File: src/verilog/cadr_pkg.sv
// Package with register map, field layout and carrier types for accessory detect control
`default_nettype none

package cadr_pkg;

    // ****************************************************************
    // Register indices
    // ****************************************************************
    localparam logic [7:0] CADR_OFS_POWER_ONE   = 8'h08;
    localparam logic [7:0] CADR_OFS_MIC_BIAS    = 8'h4A;
    localparam logic [7:0] CADR_OFS_SENSE       = 8'h4D;

    // ****************************************************************
    // Field positions and widths
    // ****************************************************************
    localparam int CADR_DATA_W          = 16;
    localparam int CADR_ADDR_W          = 8;
    localparam int CADR_BIT_MIC_EN_PWR  = 8;
    localparam int CADR_BIT_MIC_EN_BIAS = 7;
    localparam int CADR_BIT_STRING_EN   = 2;
    localparam int CADR_SEL_LSB         = 0;
    localparam int CADR_SEL_W           = 2;
    localparam int CADR_PLUGIN_LSB      = 2;
    localparam int CADR_PLUGIN_W        = 3;
    localparam int CADR_SHORT_LSB       = 0;
    localparam int CADR_SHORT_W         = 2;
    localparam int CADR_BIT_LJACK       = 15;
    localparam int CADR_BIT_RJACK       = 14;

    // ****************************************************************
    // Reset values
    // ****************************************************************
    localparam logic [1:0]  CADR_RST_SEL     = 2'h0;
    localparam logic [2:0]  CADR_RST_PLUGIN  = 3'h0;
    localparam logic [1:0]  CADR_RST_SHORT   = 2'h0;
    localparam logic        CADR_RST_BIT     = 1'h0;
    localparam logic [15:0] CADR_RST_WORD    = 16'h0000;

    // ****************************************************************
    // Reference string selection codes
    // ****************************************************************
    typedef enum logic [1:0] {
        CADR_STRING_OFF,
        CADR_STRING_300K,
        CADR_STRING_50K,
        CADR_STRING_5K
    } cadr_string_sel_t;

    // ****************************************************************
    // Carrier types
    // ****************************************************************
    // Register access request from the control interface
    typedef struct packed {
        logic        wr;
        logic        rd;
        logic [7:0]  addr;
        logic [15:0] wdata;
    } cadr_reg_req_t;

    // Analogue control settings driven out of the block
    typedef struct packed {
        logic             left_jack_sense_en;
        logic             right_jack_sense_en;
        logic             mic_sense_en;
        logic [2:0]       plugin_current_threshold;
        logic [1:0]       short_current_threshold;
        logic             midrail_string_en;
        cadr_string_sel_t midrail_select;
    } cadr_ctrl_t;

    // Detector results: status levels and one-cycle event pulses
    typedef struct packed {
        logic left_jack_status;
        logic right_jack_status;
        logic mic_present_status;
        logic mic_short_status;
        logic left_jack_event;
        logic right_jack_event;
        logic mic_present_event;
        logic mic_short_event;
    } cadr_events_t;

    // State of one comparator sense channel
    typedef struct packed {
        logic sync_first;
        logic sync_second;
        logic status;
        logic event_pulse;
    } cadr_sense_t;

    // State of the register bank
    typedef struct packed {
        cadr_ctrl_t  ctrl;
        logic [15:0] rdata;
        logic        rvalid;
    } cadr_bank_t;

endpackage

`default_nettype wire

File: src/verilog/cadr_sense_chan.sv
// One comparator sense channel: two-flop synchroniser, enable gating and event pulse
`default_nettype none

module cadr_sense_chan #(
    parameter bit BOTH_EDGES = 1'h1
) (
    // Clock and reset
    input  wire logic clk_sys,
    input  wire logic arst_n,
    // Controls
    input  wire logic sense_en,
    input  wire logic slow_clk_run,
    // Comparator in, results out
    input  wire logic comp_in,
    output logic      status,
    output logic      event_pulse
);

    cadr_pkg::cadr_sense_t st;
    cadr_pkg::cadr_sense_t next_st;
    logic                  active;
    logic                  changed;

    // ****************************************************************
    // Next state
    // ****************************************************************
    always_comb begin
        next_st             = st;
        active              = sense_en && slow_clk_run;
        next_st.sync_first  = comp_in;
        next_st.sync_second = st.sync_first;
        changed             = BOTH_EDGES ? (st.sync_second != st.status)
                                         : (st.sync_second && !st.status);
        next_st.event_pulse = active && changed;
        if (!sense_en) begin
            next_st.status = 1'h0;
        end else if (slow_clk_run) begin
            next_st.status = st.sync_second;
        end
    end

    // ****************************************************************
    // State register
    // ****************************************************************
    always_ff @(posedge clk_sys or negedge arst_n) begin
        if (!arst_n) begin
            st <= '0;
        end else begin
            st <= next_st;
        end
    end

    assign status      = st.status;
    assign event_pulse = st.event_pulse;

endmodule

`default_nettype wire

File: src/verilog/cadr_top.sv
// Register bank and detectors for accessory sensing and mid-rail reference control
//
// Functional notes
// - Bit 15 of the sense control register enables jack sensing on the left second input.
// - Bit 14 of the sense control register enables jack sensing on the right second input.
// - With sensing on, each side reports its jack socket status through its own event.
// - Jack sensing runs only while the slow clock runs; software starts that clock first.
// - Bias current above the plug-in threshold marks a microphone present and raises its event.
// - Bias current above the short limit marks a short circuit and raises a separate event.
// - Microphone sensing runs only while the slow clock runs; software starts it first.
// - The microphone sense enable is one bit seen at power bit 8 and bias control bit 7.
// - Bias control bits 4 to 2 pick one of eight plug-in thresholds and reset to 000.
// - Bias control bits 1 to 0 pick one of four short limits and reset to 00.
// - Power register bit 2 enables the mid-rail resistor string and resets to 0.
// - Power register bits 1 to 0 pick off, 300k, 50k or 5k string and reset to 00.
`default_nettype none

module cadr_top (
    // Clock and reset
    input  wire logic                  clk_sys,
    input  wire logic                  arst_n,
    // Register access port
    input  wire cadr_pkg::cadr_reg_req_t reg_req,
    output logic [15:0]                reg_rdata,
    output logic                       reg_rvalid,
    // Slow clock running indication
    input  wire logic                  slow_clk_run,
    // Analogue comparator outputs
    input  wire logic                  left_jack_comp,
    input  wire logic                  right_jack_comp,
    input  wire logic                  mic_present_comp,
    input  wire logic                  mic_short_comp,
    // Analogue control and detection results
    output var cadr_pkg::cadr_ctrl_t   ctrl,
    output var cadr_pkg::cadr_events_t events
);

    cadr_pkg::cadr_bank_t bank;
    cadr_pkg::cadr_bank_t next_bank;
    logic                 hit_power;
    logic                 hit_bias;
    logic                 hit_sense;
    logic                 left_status;
    logic                 left_event;
    logic                 right_status;
    logic                 right_event;
    logic                 mic_status;
    logic                 mic_event;
    logic                 short_status;
    logic                 short_event;

    // ****************************************************************
    // Helpers
    // ****************************************************************
    // Address match for one register index
    function automatic logic addr_hit(input logic [7:0] addr, input logic [7:0] ofs);
        addr_hit = (addr == ofs);
    endfunction

    // Read word for a register index; unused bits and unmapped indices read zero
    function automatic logic [15:0] read_word(input logic [7:0] addr,
                                              input cadr_pkg::cadr_ctrl_t c);
        logic [15:0] w;
        w = cadr_pkg::CADR_RST_WORD;
        if (addr_hit(addr, cadr_pkg::CADR_OFS_POWER_ONE)) begin
            w[cadr_pkg::CADR_BIT_MIC_EN_PWR] = c.mic_sense_en;
            w[cadr_pkg::CADR_BIT_STRING_EN]  = c.midrail_string_en;
            w[cadr_pkg::CADR_SEL_LSB +: cadr_pkg::CADR_SEL_W] = c.midrail_select;
        end else if (addr_hit(addr, cadr_pkg::CADR_OFS_MIC_BIAS)) begin
            w[cadr_pkg::CADR_BIT_MIC_EN_BIAS] = c.mic_sense_en;
            w[cadr_pkg::CADR_PLUGIN_LSB +: cadr_pkg::CADR_PLUGIN_W] =
                c.plugin_current_threshold;
            w[cadr_pkg::CADR_SHORT_LSB +: cadr_pkg::CADR_SHORT_W] =
                c.short_current_threshold;
        end else if (addr_hit(addr, cadr_pkg::CADR_OFS_SENSE)) begin
            w[cadr_pkg::CADR_BIT_LJACK] = c.left_jack_sense_en;
            w[cadr_pkg::CADR_BIT_RJACK] = c.right_jack_sense_en;
        end
        read_word = w;
    endfunction

    // ****************************************************************
    // Register writes and read capture
    // ****************************************************************
    always_comb begin
        next_bank  = bank;
        hit_power  = addr_hit(reg_req.addr, cadr_pkg::CADR_OFS_POWER_ONE);
        hit_bias   = addr_hit(reg_req.addr, cadr_pkg::CADR_OFS_MIC_BIAS);
        hit_sense  = addr_hit(reg_req.addr, cadr_pkg::CADR_OFS_SENSE);
        // Power management: mic sense enable, string enable and select
        if (reg_req.wr && hit_power) begin
            next_bank.ctrl.mic_sense_en =
                reg_req.wdata[cadr_pkg::CADR_BIT_MIC_EN_PWR];
            next_bank.ctrl.midrail_string_en =
                reg_req.wdata[cadr_pkg::CADR_BIT_STRING_EN];
            next_bank.ctrl.midrail_select = cadr_pkg::cadr_string_sel_t'(
                reg_req.wdata[cadr_pkg::CADR_SEL_LSB +: cadr_pkg::CADR_SEL_W]);
        end
        // Bias control: same mic sense enable plus both thresholds
        if (reg_req.wr && hit_bias) begin
            next_bank.ctrl.mic_sense_en =
                reg_req.wdata[cadr_pkg::CADR_BIT_MIC_EN_BIAS];
            next_bank.ctrl.plugin_current_threshold =
                reg_req.wdata[cadr_pkg::CADR_PLUGIN_LSB +: cadr_pkg::CADR_PLUGIN_W];
            next_bank.ctrl.short_current_threshold =
                reg_req.wdata[cadr_pkg::CADR_SHORT_LSB +: cadr_pkg::CADR_SHORT_W];
        end
        // Sense control: jack sense enables
        if (reg_req.wr && hit_sense) begin
            next_bank.ctrl.left_jack_sense_en =
                reg_req.wdata[cadr_pkg::CADR_BIT_LJACK];
            next_bank.ctrl.right_jack_sense_en =
                reg_req.wdata[cadr_pkg::CADR_BIT_RJACK];
        end
        // Read data captured from the current contents
        next_bank.rvalid = reg_req.rd;
        if (reg_req.rd) begin
            next_bank.rdata = read_word(reg_req.addr, bank.ctrl);
        end
    end

    // ****************************************************************
    // Bank register
    // ****************************************************************
    always_ff @(posedge clk_sys or negedge arst_n) begin
        if (!arst_n) begin
            bank.ctrl.left_jack_sense_en       <= cadr_pkg::CADR_RST_BIT;
            bank.ctrl.right_jack_sense_en      <= cadr_pkg::CADR_RST_BIT;
            bank.ctrl.mic_sense_en             <= cadr_pkg::CADR_RST_BIT;
            bank.ctrl.plugin_current_threshold <= cadr_pkg::CADR_RST_PLUGIN;
            bank.ctrl.short_current_threshold  <= cadr_pkg::CADR_RST_SHORT;
            bank.ctrl.midrail_string_en        <= cadr_pkg::CADR_RST_BIT;
            bank.ctrl.midrail_select           <= cadr_pkg::CADR_STRING_OFF;
            bank.rdata                         <= cadr_pkg::CADR_RST_WORD;
            bank.rvalid                        <= 1'h0;
        end else begin
            bank <= next_bank;
        end
    end

    assign ctrl       = bank.ctrl;
    assign reg_rdata  = bank.rdata;
    assign reg_rvalid = bank.rvalid;

    // ****************************************************************
    // Detector channels
    // ****************************************************************
    // Jack channels report socket status, so both edges raise an event
    cadr_sense_chan #(.BOTH_EDGES(1'h1)) u_left_jack (
        .clk_sys      (clk_sys),
        .arst_n       (arst_n),
        .sense_en     (bank.ctrl.left_jack_sense_en),
        .slow_clk_run (slow_clk_run),
        .comp_in      (left_jack_comp),
        .status       (left_status),
        .event_pulse  (left_event)
    );

    cadr_sense_chan #(.BOTH_EDGES(1'h1)) u_right_jack (
        .clk_sys      (clk_sys),
        .arst_n       (arst_n),
        .sense_en     (bank.ctrl.right_jack_sense_en),
        .slow_clk_run (slow_clk_run),
        .comp_in      (right_jack_comp),
        .status       (right_status),
        .event_pulse  (right_event)
    );

    // Microphone channels raise an event when the current rises above threshold
    cadr_sense_chan #(.BOTH_EDGES(1'h0)) u_mic_present (
        .clk_sys      (clk_sys),
        .arst_n       (arst_n),
        .sense_en     (bank.ctrl.mic_sense_en),
        .slow_clk_run (slow_clk_run),
        .comp_in      (mic_present_comp),
        .status       (mic_status),
        .event_pulse  (mic_event)
    );

    cadr_sense_chan #(.BOTH_EDGES(1'h0)) u_mic_short (
        .clk_sys      (clk_sys),
        .arst_n       (arst_n),
        .sense_en     (bank.ctrl.mic_sense_en),
        .slow_clk_run (slow_clk_run),
        .comp_in      (mic_short_comp),
        .status       (short_status),
        .event_pulse  (short_event)
    );

    // Detector results gathered into one carrier, levels above pulses
    assign events = {left_status, right_status, mic_status, short_status,
                     left_event, right_event, mic_event, short_event};

endmodule

`default_nettype wire
File: config.mk
export PLATFORM = sky130hd
export DESIGN_NAME = cadr_top
export DESIGN_NICKNAME = d
export VERILOG_FILES = /design/src/verilog/cadr_pkg.sv /design/src/verilog/cadr_sense_chan.sv /design/src/verilog/cadr_top.sv
export SDC_FILE = /design/constraint.sdc
export NUM_CORES = 1
export LEC_CHECK = 0
export CAP_MARGIN = 20
export CORE_UTILIZATION = 45
export CTS_CLUSTER_SIZE = 16
export DETAILED_ROUTE_END_ITERATION = 8
export DONT_BUFFER_PORTS = 1
export GPL_ROUTABILITY_DRIVEN = 0
export GPL_TIMING_DRIVEN = 0
export SLEW_MARGIN = 40
export SYNTH_ARGS = -nofsm -noshare
export SYNTH_HDL_FRONTEND = slang
export SYNTH_HIERARCHICAL = 1
export SYNTH_SLANG_ARGS = --single-unit
File: constraint.sdc
create_clock -name clk_sys -period 0.8 [get_ports clk_sys]
set_input_delay 0.16 -clock clk_sys [delete_from_list [all_inputs] [get_ports clk_sys]]
set_output_delay 0.16 -clock clk_sys [all_outputs]
set_load 0.03 [all_outputs]
# Word-level counts from Yosys, hierarchy flattened
# Cells that the tools add are included.
[word_totals]
out_inout_bits = 36
reg_bits = 37
[op_classes]
eq_ne = 8
reduce_logical = 15
n_mux = 19
[op_table]
columns = ["cell", "count"]
rows = [
  ["8-bit by 7-bit equality test with 1-bit output, second input constant", 2],
  ["1-bit logical AND", 12],
  ["1-bit 2-to-1 mux", 12],
  ["8-bit by 4-bit equality test with 1-bit output, second input constant", 1],
  ["2-bit 2-to-1 mux", 4],
  ["6-bit 2-to-1 mux", 1],
  ["2-bit != test, second input constant", 3],
  ["5-bit 2-to-1 mux", 1],
  ["3-bit 2-to-1 mux", 1],
  ["1-bit zero test", 2],
  ["1-bit != test", 2],
  ["2-bit nonzero test", 1],
]

# Longest topological paths before layout
[logic_depth]
word_depth = 4
ltp_mapped = 4
depth_no_buf = 3

# Modules after synthesis
# Netlist, hierarchy kept.
[by_module_without_submodules]
columns = ["mod", "seq_area_each_um2", "cells_per_inst", "n_inst", "area_each_um2"]
rows = [
  ["cadr_top", 525.5, 95, 1, 1066.0],
  ["cadr_sense_chan at u_left_jack ...", 100.1, 8, 2, 131.4],
  ["cadr_sense_chan at u_mic_present ...", 100.1, 7, 2, 127.6],
]

# Least setup slack after synthesis
# Ideal clock, no wire load.
[synth_timing]
path_type = "input-to-reg"
startpoint = "input port reg_req[18] (netlist bit)"
endpoint = "register ctrl[3] (netlist name)"
slack_ns = -0.599
setup_ns = 0.125
arrival_ns = 1.274
cell_stages = 4
path_cell_list = "nor4b_4 and3_1 buf_2 mux2_2"
[synth_between]
elab_chain_len = 2
[synth_lines]
columns = ["item", "line_no", "source"]
rows = [
  ["from (decl)", "cadr_top.sv:23", "input wire cadr_pkg::cadr_reg_req_t reg_req,"],
  ["8-bit by 7-bit equality test with 1-bit output", "cadr_top.sv:57", "addr_hit = (addr == ofs);"],
  ["1-bit logical AND", "cadr_top.sv:100", "if (reg_req.wr && hit_bias) begin"],
]
# No other way between the ends.
# A chain may end at the register's enable or synchronous reset.

==> impl_metrics.ini <==
[outcome]
outcome = finished with violations
violations = negative hold slack, negative setup slack

[yosys]
syn_avg_cell_area_um2 = 12.7
post_synthesis_cell_type_with_the_largest_combined_area = dfrtp_1
synth_enable_flop_cells = 0
post_synth_cell_types = 29
postSynth.topFlopCell = dfrtp_1
postSynthRegisterBits = 37
synth_top_area_share_pct = 58.5
synth_async_sr_flop_share_pct = 100
synthesis.yosys.warnings = 6
post_synthesis_cells = 125
seq_area_frac_synth_pct = 58.5
post_synth_main_area_contributors = dfrtp_1 58%, buf_4 7.1%, mux2_2 7.1%, mux2i_1 2.5%, nor2b_1 2.4%
syn-cell-area_um2 = 1580

[cells_and_area]
finalCoreUtilization_pct = 65.9
layout.cells.non_filler = 211
synthToLayoutAreaGrowth_pct = 40.0
mostFrequentLayoutCell = dfrtp_2
nets = 197
nFillCells = 278
mostFrequentLayoutCells = 21 x dfrtp_2, 17 x buf_4, 16 x dfrtp_1
drive_gt1_share_pct = 58.8
antennaDiodeCount = 0

[timing]
final_critical_path_share_of_the_clock_period_pct = 131
final_period_minus_worst_setup_slack_ps = 1050
timing.fmax_mhz = 951
report.final.setup_viol = 55
drv_slew = 0
clock-skew-final_ps = 8.34
fin_ws_ps = -251
rsz_0062_raised_after_global_routing = true
hold_viol = 37
fin_worst_hold_slack_ps = -494

[worst_setup_path]
timing.critical_path.from_type = flip-flop
cp_max_fo = 2
endpoint_type_of_the_worst_setup_path = flip-flop
crit_required_ps = 1030
r2r-start = u_left_jack/status
worstRegToRegCells = 4
crit_arrival_ps = 1280
rr_endpoint = u_left_jack/event_pulse
critical_path_class = reg -> reg
worst-r2r-setup-slack_ps = -250

[global_routing]
gr_usage_total_pct = 18.4
first_global_vias = 1092
gr-usage-met3_pct = 5.04
met2_demand_to_capacity_share_in_global_routing_pct = 32.3
antenna_found_initial = 0
global_route_wire_length_before_repair_um = 4790
grt_overflow = 0
grt-busiest-layer = met2
met1_usage_pct = 20.4
grt_start_max_net_pins = 38

[clock_tree]
cts_h_tree_depth = 2
cts-buffers-inserted = 5
root_buffer_selected_by_cts = clkbuf_4
cts.clk_slew.worst_paths_ps = 110
cts_tree = built
ctsLongestPathBuffers = 2
cts.sinks = 37
clk-insertion-delay-late_ps = 330

[floorplan]
die_span_x_um = 61.3
design.core.area_um2 = 3360
top_level_ports = 69
floorplan.initialDensity_pct = 47.1
placementRows = 21
fp.dieH_um = 61.3
design.die.area_um2 = 3760

[pwr]
power.density_cell_area_nw_per_um2 = 1710
irDropWorstVdd_uv = 1230
power.static_leakage_uw = 0.000969

[routing]
post-route-drc-count = 0
drt_pre_antenna_iters = 4
vias_per_cell = 5.17
drt.antenna.violating_nets = 0
post_drt_wl_per_cell_um = 15.1
drtIter0Drc = 30
drt_wl_total_um = 3200
vias = 1091

[placed_design]
number_of_buffer_cells_added_on_primary_ports = 0
post-dp-hpwl_um = 2170
post-place-cells = 177

[min_path]
worstHoldPathType = in -> async

[run]
timing.max_cap.violations = 0
## Yosys cell counts (3+ instances only)
library cell	number
and3_1	3
mux2i_1	4
nand3_1	7
dfrtp_1	37
nor2b_1	6
a31oi_1	3
inv_1	5
buf_4	15
mux2_2	10
nor2_1	3
nand2_1	5
## area by class of cell
type	instances	area, um^2	share of cell area, %
Buffer	18	164	7.39
Clock buffer	7	55.1	2.48
Clock inverter	1	30.0	1.35
Inverter	5	18.8	0.846
Multi-Input combinational cell	71	702	31.7
Sequential cell	37	952	42.9
Tap cell	46	57.6	2.60
Timing Repair Buffer	26	238	10.7
## report_power, final
group | switching [uW] | internal (uW)
logic | 159 | 202
registers | 155 | 1950
clock network | 573 | 746
## per-stage QoR
step                area [um^2]  hold slack (ps)  setup TNS, ps  worst slack, ps  total power [uW]
finish                     2220             -494          -8680             -251              3790
global route               2220             -532         -10950             -296              3970
CTS                        2140             -507          -9080             -254              3820
detailed placement         1730             -135          -9760             -726              2380
global placement           1730             -135          -9170             -700              2370
floorplan                  1680             -136          -6770             -558              2340
## flip-flops by register name (all words and copies together) (netlist names)
| register | count |
|---|---|
| u_left_jack/event_pulse | 1 |
| u_right_jack/event_pulse | 1 |
| u_mic_present/status | 1 |
| reg_rdata | 9 |
| u_left_jack/status | 1 |
| u_right_jack/status | 1 |
| u_mic_short/status | 1 |
| u_right_jack/next_st | 1 |
| reg_rvalid | 1 |
| u_mic_short/event_pulse | 1 |
| u_right_jack/st | 1 |
| u_mic_present/next_st | 1 |
| u_mic_present/event_pulse | 1 |
| u_mic_present/st | 1 |
| ctrl | 11 |
| u_mic_short/next_st | 1 |
| u_left_jack/next_st | 1 |
| u_mic_short/st | 1 |
| u_left_jack/st | 1 |
## layer usage
layer,vias to the layer above,part of all wire (%)
li1,497,-
met1,550,38
met2,36,55
met3,8,5.1
met4,0,1.8
met5,-,0
## cell families after synthesis
logic type	after synthesis	share of synthesized area, %
DFF	37	58.5
xor gates and xnor gates	2	1.11
muxes	14	9.64
other	1	0.237
AOI/OAI and AO/OA	11	5.29
and+or+nand+nor	37	16.2
buffers and inverters	23	9.08
## critical path, stage by stage (launching register included)
cell     delay [ps]
dfrtp_1         410
buf_4           140
buf_6           110
xor2_1          120
and3_1          170
## what timing repair did
item                       in CTS  in global routing
hold buffers                   13                  1
pin swaps                       9                  6
setup endpoints to repair      55                 57
gates resized for setup        45                  6
hold endpoints to repair       54                 38
buffers inserted                6                  6
## worst max-delay path by stage
stage	start	endpoint	slack (ps)	cells past startpoint
finish	u_left_jack/status	u_left_jack/event_pulse	-250	4
global route	u_left_jack/status	events[7]	-300	1
CTS	u_left_jack/status	events[7]	-250	1
detailed placement	reg_req[20]	ctrl[6]	-730	4
global placement	reg_req[20]	ctrl[6]	-700	4
floorplan	reg_req[20]	ctrl[3]	-560	4
Power figures use the tool's default switching activity.
